==> config.mk <==
export PLATFORM = sky130hd
export DESIGN_NAME = prox_word_port
export DESIGN_NICKNAME = d
export VERILOG_FILES = /design/src/prox_word_port.v
export VERILOG_INCLUDE_DIRS = /design/src
export SDC_FILE = /design/constraint.sdc
export NUM_CORES = 1
export LEC_CHECK = 0
export BUFFER_PORTS_ARGS = -buffer_cell sky130_fd_sc_hd__buf_2
export CORE_ASPECT_RATIO = 1.25
export CORE_MARGIN = 8
export CORE_UTILIZATION = 54
export DETAILED_ROUTE_END_ITERATION = 7
export GPL_TIMING_DRIVEN = 0
export PLACE_DENSITY_LB_ADDON = 0.05
export SYNTH_ARGS = -nofsm -noshare
export SYNTH_HDL_FRONTEND = slang
export SYNTH_SLANG_ARGS = --single-unit
==> constraint.sdc <==
create_clock -name i_clk -period 2.54 [get_ports i_clk]
set_input_delay 0.381 -clock i_clk [delete_from_list [all_inputs] [get_ports i_clk]]
set_output_delay 0.381 -clock i_clk [all_outputs]
set_load 0.02 [all_outputs]
==> src/prox_word_port_map.vh <==
// constants for the proximity sensor word port
`ifndef PROX_WORD_PORT_MAP_VH
`define PROX_WORD_PORT_MAP_VH
`define TARGET_ADDR 7'h41
`define CMD_CONF12 8'h03
`define CMD_CONF34 8'h04
`define CMD_CANCEL 8'h05
`define CMD_THRESH_LO 8'h06
`define CMD_THRESH_HI 8'h07
`define CMD_RESULT1 8'h08
`define CMD_RESULT2 8'h09
`define CMD_RESULT3 8'h0a
`define CMD_INT_FLAG 8'h0d
`define CMD_IDENT 8'h0e
`define CONF12_RESET 16'h0001
`define IDENT_VALUE 16'h4155
`define BIT_SHUTDOWN 0
`define BIT_INT_EN 1
`define BIT_HIRES 11
`define FLAG_AWAY 8
`define FLAG_CLOSE 9
`define FULL_12BIT 16'h0fff
`define FULL_16BIT 16'hffff
`endif

==> src/prox_word_port.v <==
// i2c target port of the proximity sensor with word register access
`timescale 1ns/100ps
`include "prox_word_port_map.vh"

module prox_word_port (
  input wire i_clk,
  input wire i_rst_n,
  input wire i_scl,
  input wire i_sda,
  input wire i_meas_valid,
  input wire [15:0] i_meas_count,
  output reg o_sda_out,
  output reg o_sda_oe,
  output reg o_int_n,
  output reg [15:0] o_conf12,
  output reg [15:0] o_conf34,
  output reg [15:0] o_cancel
);

  // ==========================================================
  // state codes
  localparam ST_IDLE = 3'd0;
  localparam ST_ADDR = 3'd1;
  localparam ST_CMD = 3'd2;
  localparam ST_WDATA = 3'd3;
  localparam ST_RDATA = 3'd4;
  localparam ST_ACK = 3'd5;
  localparam ST_HACK = 3'd6;
  localparam ST_SKIP = 3'd7;

  // clamp a raw count to the selected resolution
  function [15:0] clamp_count;
    input [15:0] raw;
    input hires;
    begin
      if (!hires && raw > `FULL_12BIT)
        clamp_count = `FULL_12BIT;
      else
        clamp_count = raw;
    end
  endfunction

  // ==========================================================
  // pin synchronisers
  reg [1:0] scl_sync_reg;
  reg [1:0] sda_sync_reg;
  reg scl_prev_reg;
  reg sda_prev_reg;
  wire scl_s = scl_sync_reg[1];
  wire sda_s = sda_sync_reg[1];
  wire scl_rise = scl_s && !scl_prev_reg;
  wire scl_fall = !scl_s && scl_prev_reg;
  wire start_cond = scl_s && scl_prev_reg && sda_prev_reg && !sda_s;
  wire stop_cond = scl_s && scl_prev_reg && !sda_prev_reg && sda_s;

  // two flip-flops on each pin, then an edge history
  always @(posedge i_clk) begin
    if (!i_rst_n) begin
      scl_sync_reg <= 2'h3;
      sda_sync_reg <= 2'h3;
      scl_prev_reg <= 1'b1;
      sda_prev_reg <= 1'b1;
    end else begin
      scl_sync_reg <= {scl_sync_reg[0], i_scl};
      sda_sync_reg <= {sda_sync_reg[0], i_sda};
      scl_prev_reg <= scl_s;
      sda_prev_reg <= sda_s;
    end
  end

  // ==========================================================
  // transaction engine and register file
  reg [2:0] state_reg;
  reg [2:0] after_ack_reg;
  reg [3:0] bit_cnt_reg;
  reg [7:0] shift_reg;
  reg [7:0] cmd_reg;
  reg [7:0] low_byte_reg;
  reg byte_idx_reg;
  reg [15:0] rd_word_reg;
  reg [15:0] thresh_lo_reg;
  reg [15:0] thresh_hi_reg;
  reg [15:0] result_reg;
  reg [15:0] flags_reg;
  reg flag_clear_reg;

  // register read mux
  reg [15:0] rd_mux;
  always @* begin
    case (cmd_reg)
      8'h00: rd_mux = 16'h0101;
      `CMD_CONF12: rd_mux = o_conf12;
      `CMD_CONF34: rd_mux = o_conf34;
      `CMD_CANCEL: rd_mux = o_cancel;
      `CMD_THRESH_LO: rd_mux = thresh_lo_reg;
      `CMD_THRESH_HI: rd_mux = thresh_hi_reg;
      `CMD_RESULT1, `CMD_RESULT2, `CMD_RESULT3: rd_mux = result_reg;
      `CMD_INT_FLAG: rd_mux = flags_reg;
      `CMD_IDENT: rd_mux = `IDENT_VALUE;
      default: rd_mux = 16'h0000;
    endcase
  end

  wire int_en = o_conf12[`BIT_INT_EN];
  wire meas_take = i_meas_valid && !o_conf12[`BIT_SHUTDOWN];
  wire [15:0] meas_clamped = clamp_count(i_meas_count, o_conf12[`BIT_HIRES]);
  wire set_close = meas_take && int_en && meas_clamped > thresh_hi_reg;
  wire set_away = meas_take && int_en && meas_clamped < thresh_lo_reg;

  // measurement capture and flags; a set wins over a read clear
  always @(posedge i_clk) begin
    if (!i_rst_n) begin
      result_reg <= 16'h0000;
      flags_reg <= 16'h0000;
      o_int_n <= 1'b1;
    end else begin
      if (meas_take)
        result_reg <= meas_clamped;
      flags_reg[`FLAG_CLOSE] <= set_close || (flags_reg[`FLAG_CLOSE] && !flag_clear_reg);
      flags_reg[`FLAG_AWAY] <= set_away || (flags_reg[`FLAG_AWAY] && !flag_clear_reg);
      o_int_n <= !(set_close || set_away || ((flags_reg[`FLAG_CLOSE] || flags_reg[`FLAG_AWAY]) && !flag_clear_reg));
    end
  end

  // byte level protocol on the synchronised bus
  always @(posedge i_clk) begin
    if (!i_rst_n) begin
      state_reg <= ST_IDLE;
      after_ack_reg <= ST_IDLE;
      bit_cnt_reg <= 4'h0;
      shift_reg <= 8'h00;
      cmd_reg <= 8'h00;
      low_byte_reg <= 8'h00;
      byte_idx_reg <= 1'b0;
      rd_word_reg <= 16'h0000;
      thresh_lo_reg <= 16'h0000;
      thresh_hi_reg <= 16'h0000;
      o_conf12 <= `CONF12_RESET;
      o_conf34 <= 16'h0000;
      o_cancel <= 16'h0000;
      o_sda_out <= 1'b0;
      o_sda_oe <= 1'b0;
      flag_clear_reg <= 1'b0;
    end else begin
      flag_clear_reg <= 1'b0;
      if (start_cond) begin
        state_reg <= ST_ADDR;
        bit_cnt_reg <= 4'h0;
        o_sda_oe <= 1'b0;
      end else if (stop_cond) begin
        state_reg <= ST_IDLE;
        o_sda_oe <= 1'b0;
      end else begin
        case (state_reg)
          ST_IDLE: o_sda_oe <= 1'b0;
          ST_ADDR, ST_CMD, ST_WDATA: begin
            if (scl_rise) begin
              shift_reg <= {shift_reg[6:0], sda_s};
              bit_cnt_reg <= bit_cnt_reg + 4'h1;
            end
            if (scl_fall && bit_cnt_reg == 4'h8) begin
              bit_cnt_reg <= 4'h0;
              state_reg <= ST_ACK;
              if (state_reg == ST_ADDR) begin
                if (shift_reg[7:1] == `TARGET_ADDR) begin
                  o_sda_oe <= 1'b1;
                  byte_idx_reg <= 1'b0;
                  if (shift_reg[0]) begin
                    rd_word_reg <= rd_mux;
                    flag_clear_reg <= (cmd_reg == `CMD_INT_FLAG);
                    after_ack_reg <= ST_RDATA;
                  end else
                    after_ack_reg <= ST_CMD;
                end else
                  state_reg <= ST_SKIP;
              end else if (state_reg == ST_CMD) begin
                cmd_reg <= shift_reg;
                o_sda_oe <= 1'b1;
                after_ack_reg <= ST_WDATA;
              end else begin
                o_sda_oe <= 1'b1;
                byte_idx_reg <= !byte_idx_reg;
                after_ack_reg <= byte_idx_reg ? ST_SKIP : ST_WDATA;
                if (!byte_idx_reg)
                  low_byte_reg <= shift_reg;
                else begin
                  case (cmd_reg)
                    `CMD_CONF12: o_conf12 <= {shift_reg, low_byte_reg};
                    `CMD_CONF34: o_conf34 <= {shift_reg, low_byte_reg};
                    `CMD_CANCEL: o_cancel <= {shift_reg, low_byte_reg};
                    `CMD_THRESH_LO: thresh_lo_reg <= {shift_reg, low_byte_reg};
                    `CMD_THRESH_HI: thresh_hi_reg <= {shift_reg, low_byte_reg};
                    default: low_byte_reg <= low_byte_reg;
                  endcase
                end
              end
            end
          end
          ST_ACK: begin
            // release after the ninth clock, or start a read byte
            if (scl_fall) begin
              state_reg <= after_ack_reg;
              if (after_ack_reg == ST_RDATA) begin
                o_sda_oe <= !rd_word_reg[7];
                bit_cnt_reg <= 4'h1;
              end else
                o_sda_oe <= 1'b0;
            end
          end
          ST_RDATA: begin
            // open drain: enable pulls the line low for zero bits
            if (scl_fall) begin
              if (bit_cnt_reg == 4'h8) begin
                o_sda_oe <= 1'b0;
                state_reg <= ST_HACK;
              end else begin
                o_sda_oe <= !rd_word_reg[7 - bit_cnt_reg[2:0]];
                bit_cnt_reg <= bit_cnt_reg + 4'h1;
              end
            end
          end
          ST_HACK: begin
            // host ack after low byte brings the high byte; nack ends
            if (scl_rise) begin
              if (sda_s || byte_idx_reg)
                state_reg <= ST_SKIP;
              else begin
                byte_idx_reg <= 1'b1;
                rd_word_reg <= {8'h00, rd_word_reg[15:8]};
                after_ack_reg <= ST_RDATA;
                state_reg <= ST_ACK;
              end
            end
          end
          ST_SKIP: o_sda_oe <= 1'b0;
          default: state_reg <= ST_IDLE;
        endcase
      end
    end
  end

endmodule // prox_word_port

# Yosys cells after proc, flatten, opt, wreduce, memory -nomap -nowiden

Cells that the tools add are included.
W data, S select, Z words.

Logic and storage cells: 192
Output and inout port bits: 51
Bits in registers: 158
Bits of input ports: 21

Magnitude comparators: 4
$add $sub $neg: 2
Reductions and logical operators: 61
Mux-type cells: 53
Equal/unequal tests: 39
Bitwise operators: 10

Operators by type and width:

| operator               | count |
|---|---|
| $pmux W16 S9           | 1 |
| $mux W16               | 7 |
| $reduce_and A8 Y1      | 6 |
| $eq A8 B4 Y1 const B   | 5 |
| $mux W3                | 13 |
| $eq A8 B3 Y1 const B   | 4 |
| $lt A32 B5 Y1 const B  | 1 |
| $pmux W16 S2           | 1 |
| $mux W4                | 6 |
| $ne A2 B2 Y1 const B   | 11 |
| $reduce_and A7 Y1      | 3 |
| $ne A4 B4 Y1 const B   | 5 |
| $reduce_and A6 Y1      | 3 |
| $gt A16 B12 Y1 const B | 1 |
| $gt A16 B16 Y1         | 1 |
| $logic_and A1 B1 Y1    | 16 |
| $lt A16 B16 Y1         | 1 |
| $mux W1                | 16 |
| $eq A3 B3 Y1 const B   | 5 |
| $pmux W3 S4            | 1 |
| $pmux W4 S3            | 1 |
| $logic_not A1 Y1       | 11 |
| $not A1 Y1             | 10 |
| $ne A3 B3 Y1 const B   | 3 |
| other kinds (25)       | 37 |

# Longest topological paths before layout

Word-level depth: 8
Gate-level depth with buffers: 10
Mapped depth without buffers: 9

# Worst setup path after synthesis

No wires, ideal clock.

Path type: input to register
From: in i_meas_count[15]
To: reg o_int_n
Required time: 2.453 ns
Stages: 10
Library setup time: 0.087 ns
Arrival: 2.548 ns
Path slack: -0.095 ns
Buffers on the path: 1
Cell sequence: nor4_1 -> nor2_1 -> clkbuf_1 -> or2_2 -> ha_1 -> a21oi_1 -> o21ai_0 -> a221o_1 -> o31a_1 -> o31ai_1

Word-level cells in the longest chain between the ends: 8
Elaborated cells between the ends (all ways): 10
Classes of those cells: order compare: 3; mux: 1; reduce/logical: 6

RTL lines:

| what                                             | line                                       | text |
|---|---|---|
| start: declaration                               | prox_word_port.v:11                        | `input wire [15:0] i_meas_count,` |
| $gt A16 B12 Y1 (no line) (*)                     | --                                         |  |
| $logic_and A1 B1 Y1 (no line) (*)                | --                                         |  |
| $mux W16 (*)                                     | prox_word_port.v:36                        | `` if (!hires && raw > `FULL_12BIT) `` |
| via meas_clamped[7]                              | prox_word_port.v:106                       | `` wire [15:0] meas_clamped = clamp_count(i_meas_count, o_conf12[`BIT_HIRES]); `` |
| $gt A16 B16 Y1 or $lt A16 B16 Y1 (tied branches) | prox_word_port.v:107, prox_word_port.v:108 |  |
| $logic_and A1 B1 Y1 (on tied branches)           | prox_word_port.v:107, prox_word_port.v:108 |  |
| $logic_or A1 B1 Y1 (*) (2 in a row)              | prox_word_port.v:121                       | `` o_int_n <= !(set_close \|\| set_away \|\| ((flags_reg[`FLAG_CLOSE] \|\| flags_reg[`FLAG_AWAY]) && !flag_clear_reg)); `` |
| $logic_not A1 Y1 (*)                             | prox_word_port.v:121                       |  |
| end signal: assignment                           | prox_word_port.v:121                       |  |
| end: declaration                                 | prox_word_port.v:14                        | `output reg o_int_n,` |

The timed path passes the listed nets; every way through them passes the cells marked *.
A chain may end at the register's enable or synchronous reset.

# Worst setup path in the final report

From: reg o_conf12[11]
To: reg o_int_n

Word-level cells in the longest chain between the ends: 8
Elaborated cells between the ends (all ways): 10
Classes of those cells: order compare: 2; mux: 1; reduce/logical: 7

RTL lines:

| what                                             | line                                       | text |
|---|---|---|
| start: declaration                               | prox_word_port.v:15                        | `output reg [15:0] o_conf12,` |
| start signal: assignment                         | prox_word_port.v:138                       | `` o_conf12 <= `CONF12_RESET; `` |
| start signal: assignment                         | prox_word_port.v:188                       | `` `CMD_CONF12: o_conf12 <= {shift_reg, low_byte_reg}; `` |
| $logic_not A1 Y1 (*)                             | prox_word_port.v:36                        |  |
| $logic_and A1 B1 Y1 (no line) (*)                | --                                         |  |
| $mux W16 (*)                                     | prox_word_port.v:36                        |  |
| via meas_clamped[9]                              | prox_word_port.v:106                       |  |
| $gt A16 B16 Y1 or $lt A16 B16 Y1 (tied branches) | prox_word_port.v:107, prox_word_port.v:108 |  |
| $logic_and A1 B1 Y1 (on tied branches)           | prox_word_port.v:107, prox_word_port.v:108 |  |
| $logic_or A1 B1 Y1 (*) (2 in a row)              | prox_word_port.v:121                       |  |
| $logic_not A1 Y1 (*)                             | prox_word_port.v:121                       |  |

Marks and branches as above.

==> flow_summary.yaml <==
run_status:
  status: "finished clean"
global_routing:
  grt_pass1_vias: 7780
  grt_pass1_wl_mm: 44.3
  grt_overflow: 0
  antenna_found_initial: 0
  grtUsageTotal_pct: 29.4
  grt_start_max_net_pins: 17
sta:
  finalCritPeriodShare_pct: 98.1
  skew_ns: 0.00991
  drv_slew: 0
  holdWs_ns: 0.119
  worst_pin_slew_ns: 0.848
  finalWorstPathRequiredPeriod_ns: 2.49
  setup_violations: 0
  clock.fmax_mhz: 401
  rsz0062_at_grt: "true"
  fin_setup_tns_ns: 0
  slew_headroom_pct: 43.3
  finalHoldViolations: 0
synth:
  synth_nets: 1069
  synthDistinctLibCells: 88
  synth-edff-count: 0
  async_flop_share_pct: 0
  synth-seq-cells: 158
  ys_warn_count: 0
  synth_fa_ha_area_share_pct: 5.01
  synth_top_family_by_area: "simple AND/OR/NAND/NOR gates"
  synth.most_common_cell: "nand2_1"
  synth_compound_area_share_pct: 21.1
  synth_flop_cell: "dfxtp_1"
  synthesis.area_sq_um: 8440
  synth_top_area_share_pct: 37.5
  synth_area_leader_cell: "dfxtp_1"
  muxShareOfSynthArea_pct: 7.87
  ys_top_cells_by_count: "189 x nand2_1, 158 x dfxtp_1, 107 x a21oi_1"
  synth-xor-area-share_pct: 0.104
  synth-seq-area-share_pct: 37.5
  syn_avg_cell_area_sq_um: 8.31
  synth-simple-area-share_pct: 22.2
  synth_area_leaders: "dfxtp_1 37%, nand2_1 8.4%, a21oi_1 6.3%"
  netlist_instances: 1015
route:
  wl_met3_mm: 1.75
  maxUsedRoutingLayer: "met4"
  wl_met2_mm: 14.3
  wl_per_cell_um: 21.7
  dr.pass1.iters: 6
  vias_per_cell: 6.01
  remaining_drc_errors: 0
  vias: 7999
  wl_met1_mm: 10.9
  antenna_left: 0
  first_iter_violations: 665
  wirelength_mm: 28.9
critical_path:
  slowest_delay_ns: 0.40
  worstReg2RegEnd: "o_int_n"
  cp.depth: 9
  crit_start: "o_conf12[11]"
  cp-start-kind: "register"
  crit_end: "o_int_n"
  regToRegStartpoint: "o_conf12[11]"
  cp_max_fo: 10
  cp_slowest_cell: "dfxtp_4"
  worstSetupEndpointType: "register"
  path_buf_inv: 1
  critical_path.cell_chain: "nor2_1 -> buf_4 -> or2_2 -> ha_1 -> nand4_1 -> nor4_2 -> a21boi_0 -> o31a_1 -> o31ai_1"
  critPathTopFamily: "simple AND/OR/NAND/NOR gates"
  ff2ff_setup_slack_ns: 0.05
  reg2reg_depth: 9
  critical_path_arrival_ns: 2.79
  crit_type: "register to register"
  critPathRequiredTime_ns: 2.83
final_layout:
  diodes: 0
  seqCellArea_sq_um: 3170
  multiInputGateArea_sq_um: 4800
  area_growth_pct: 15.9
  final_nets: 1162
  drive_gt1_share_pct: 19.7
  fill_cells: 1446
place:
  gp_congestion: 0.989
  portBuffers: 69
  place_hpwl_mm: 21.9
die:
  core_sq_um: 15400
  rows: 51
  die-area_sq_um: 19900
  ios: 72
  die_w_um: 128
  die-height_um: 156
  initial_core_util_pct: 54.6
cts:
  cts_tree: "done"
  clk_latency_ns: 0.44
  cts-root-buf: "clkbuf_16"
  cts_buffers: 17
  htree_levels: 4
  path_clk_slew_ns: 0.07
  holdBufCountCts: 0
  clock_sinks: 158
  clock_path_buffers: 2
pwr:
  vdd_drop_max_uv: 437
  power.leakage_nw: 3.86
  power_density_nw_per_um2: 559
run:
  cap_violations: 0
worst_hold_path:
  hold_path.class: "input port to register"
==> report_power, final <==
part           switching (mW)  leakage [nW]  total (mW)  internal [mW]
Combinational           0.164          2.28       0.243         0.0790
Clock                    1.12         0.302        2.71           1.59
Sequential             0.0148          1.28        2.51           2.50
==> cell families after synthesis <==
| group | Yosys count |
|---|---|
| compound gates | 261 |
| xor+xnor | 1 |
| fa+ha+maj | 34 |
| buf+inv | 117 |
| flops | 158 |
| mux | 62 |
| other cells | 1 |
| simple gates | 381 |
==> how the worst min path moves through the flow <==
stage	startpoint	end	slack (ns)	cells after the start
4_1_cts	i_sda	sda_sync_reg[0]	0.11	2
2_1_floorplan	scl_sync_reg[0]	scl_sync_reg[1]	0.39	1
5_1_grt	i_sda	sda_sync_reg[0]	0.11	2
3_3_place_gp	scl_sync_reg[0]	scl_sync_reg[1]	0.39	1
3_5_place_dp	sda_sync_reg[0]	sda_sync_reg[1]	0.40	1
6_report	i_sda	sda_sync_reg[0]	0.12	2
==> final cells by class <==
cell class / instances / area share (%)
Multi-Input combinational cell: 740 / 49.1
Sequential cell: 158 / 32.4
Clock buffer: 18 / 4.49
Timing Repair Buffer: 75 / 4.12
Buffer: 75 / 3.83
Tap cell: 212 / 2.71
Clock inverter: 13 / 1.82
Inverter: 41 / 1.57
==> per-layer routing <==
layer	track usage (%)	up-vias
met5	0	-
met4	19.6	0
met3	5.88	103
met2	50.7	314
met1	32.1	3807
li1	-	3775
==> cell usage in the layout (no fill, tap or decap), types with 12 or more instances in the layout <==
cell type,netlist,layout
o21ai_0,26,24
nand2_1,189,189
dfxtp_1,158,157
nand3_1,14,14
clkbuf_1,41,37
a21oi_1,107,106
buf_2,25,94
inv_1,40,40
nor2b_1,13,13
mux2i_1,45,45
nor2_1,54,54
clkbuf_16,0,17
ha_1,33,33
nand2b_1,14,14
a21oi_2,11,12
mux2_2,15,15
==> metrics by stage <==
stage	instances	instance area, sq um	utilization [%]	total power, mW	worst slack (ns)
global route	1332	9780	63.3	5.63	-0.0274
global placement	1296	9070	58.7	2.80	-0.418
detailed placement	1296	9070	58.7	2.81	-0.474
floorplan	1015	8460	-	2.72	0.0440
finish	1332	9780	63.3	5.47	0.0476
CTS	1330	9730	63.0	5.49	0.00609
==> timing repair <==
item / 4_1_cts / 5_1_grt
pin swaps: 3 / 3
resized for setup: 4 / 14
setup buffers: 3 / 3
setup endpoints to repair: 26 / 42
Power figures use the tool's default switching activity.
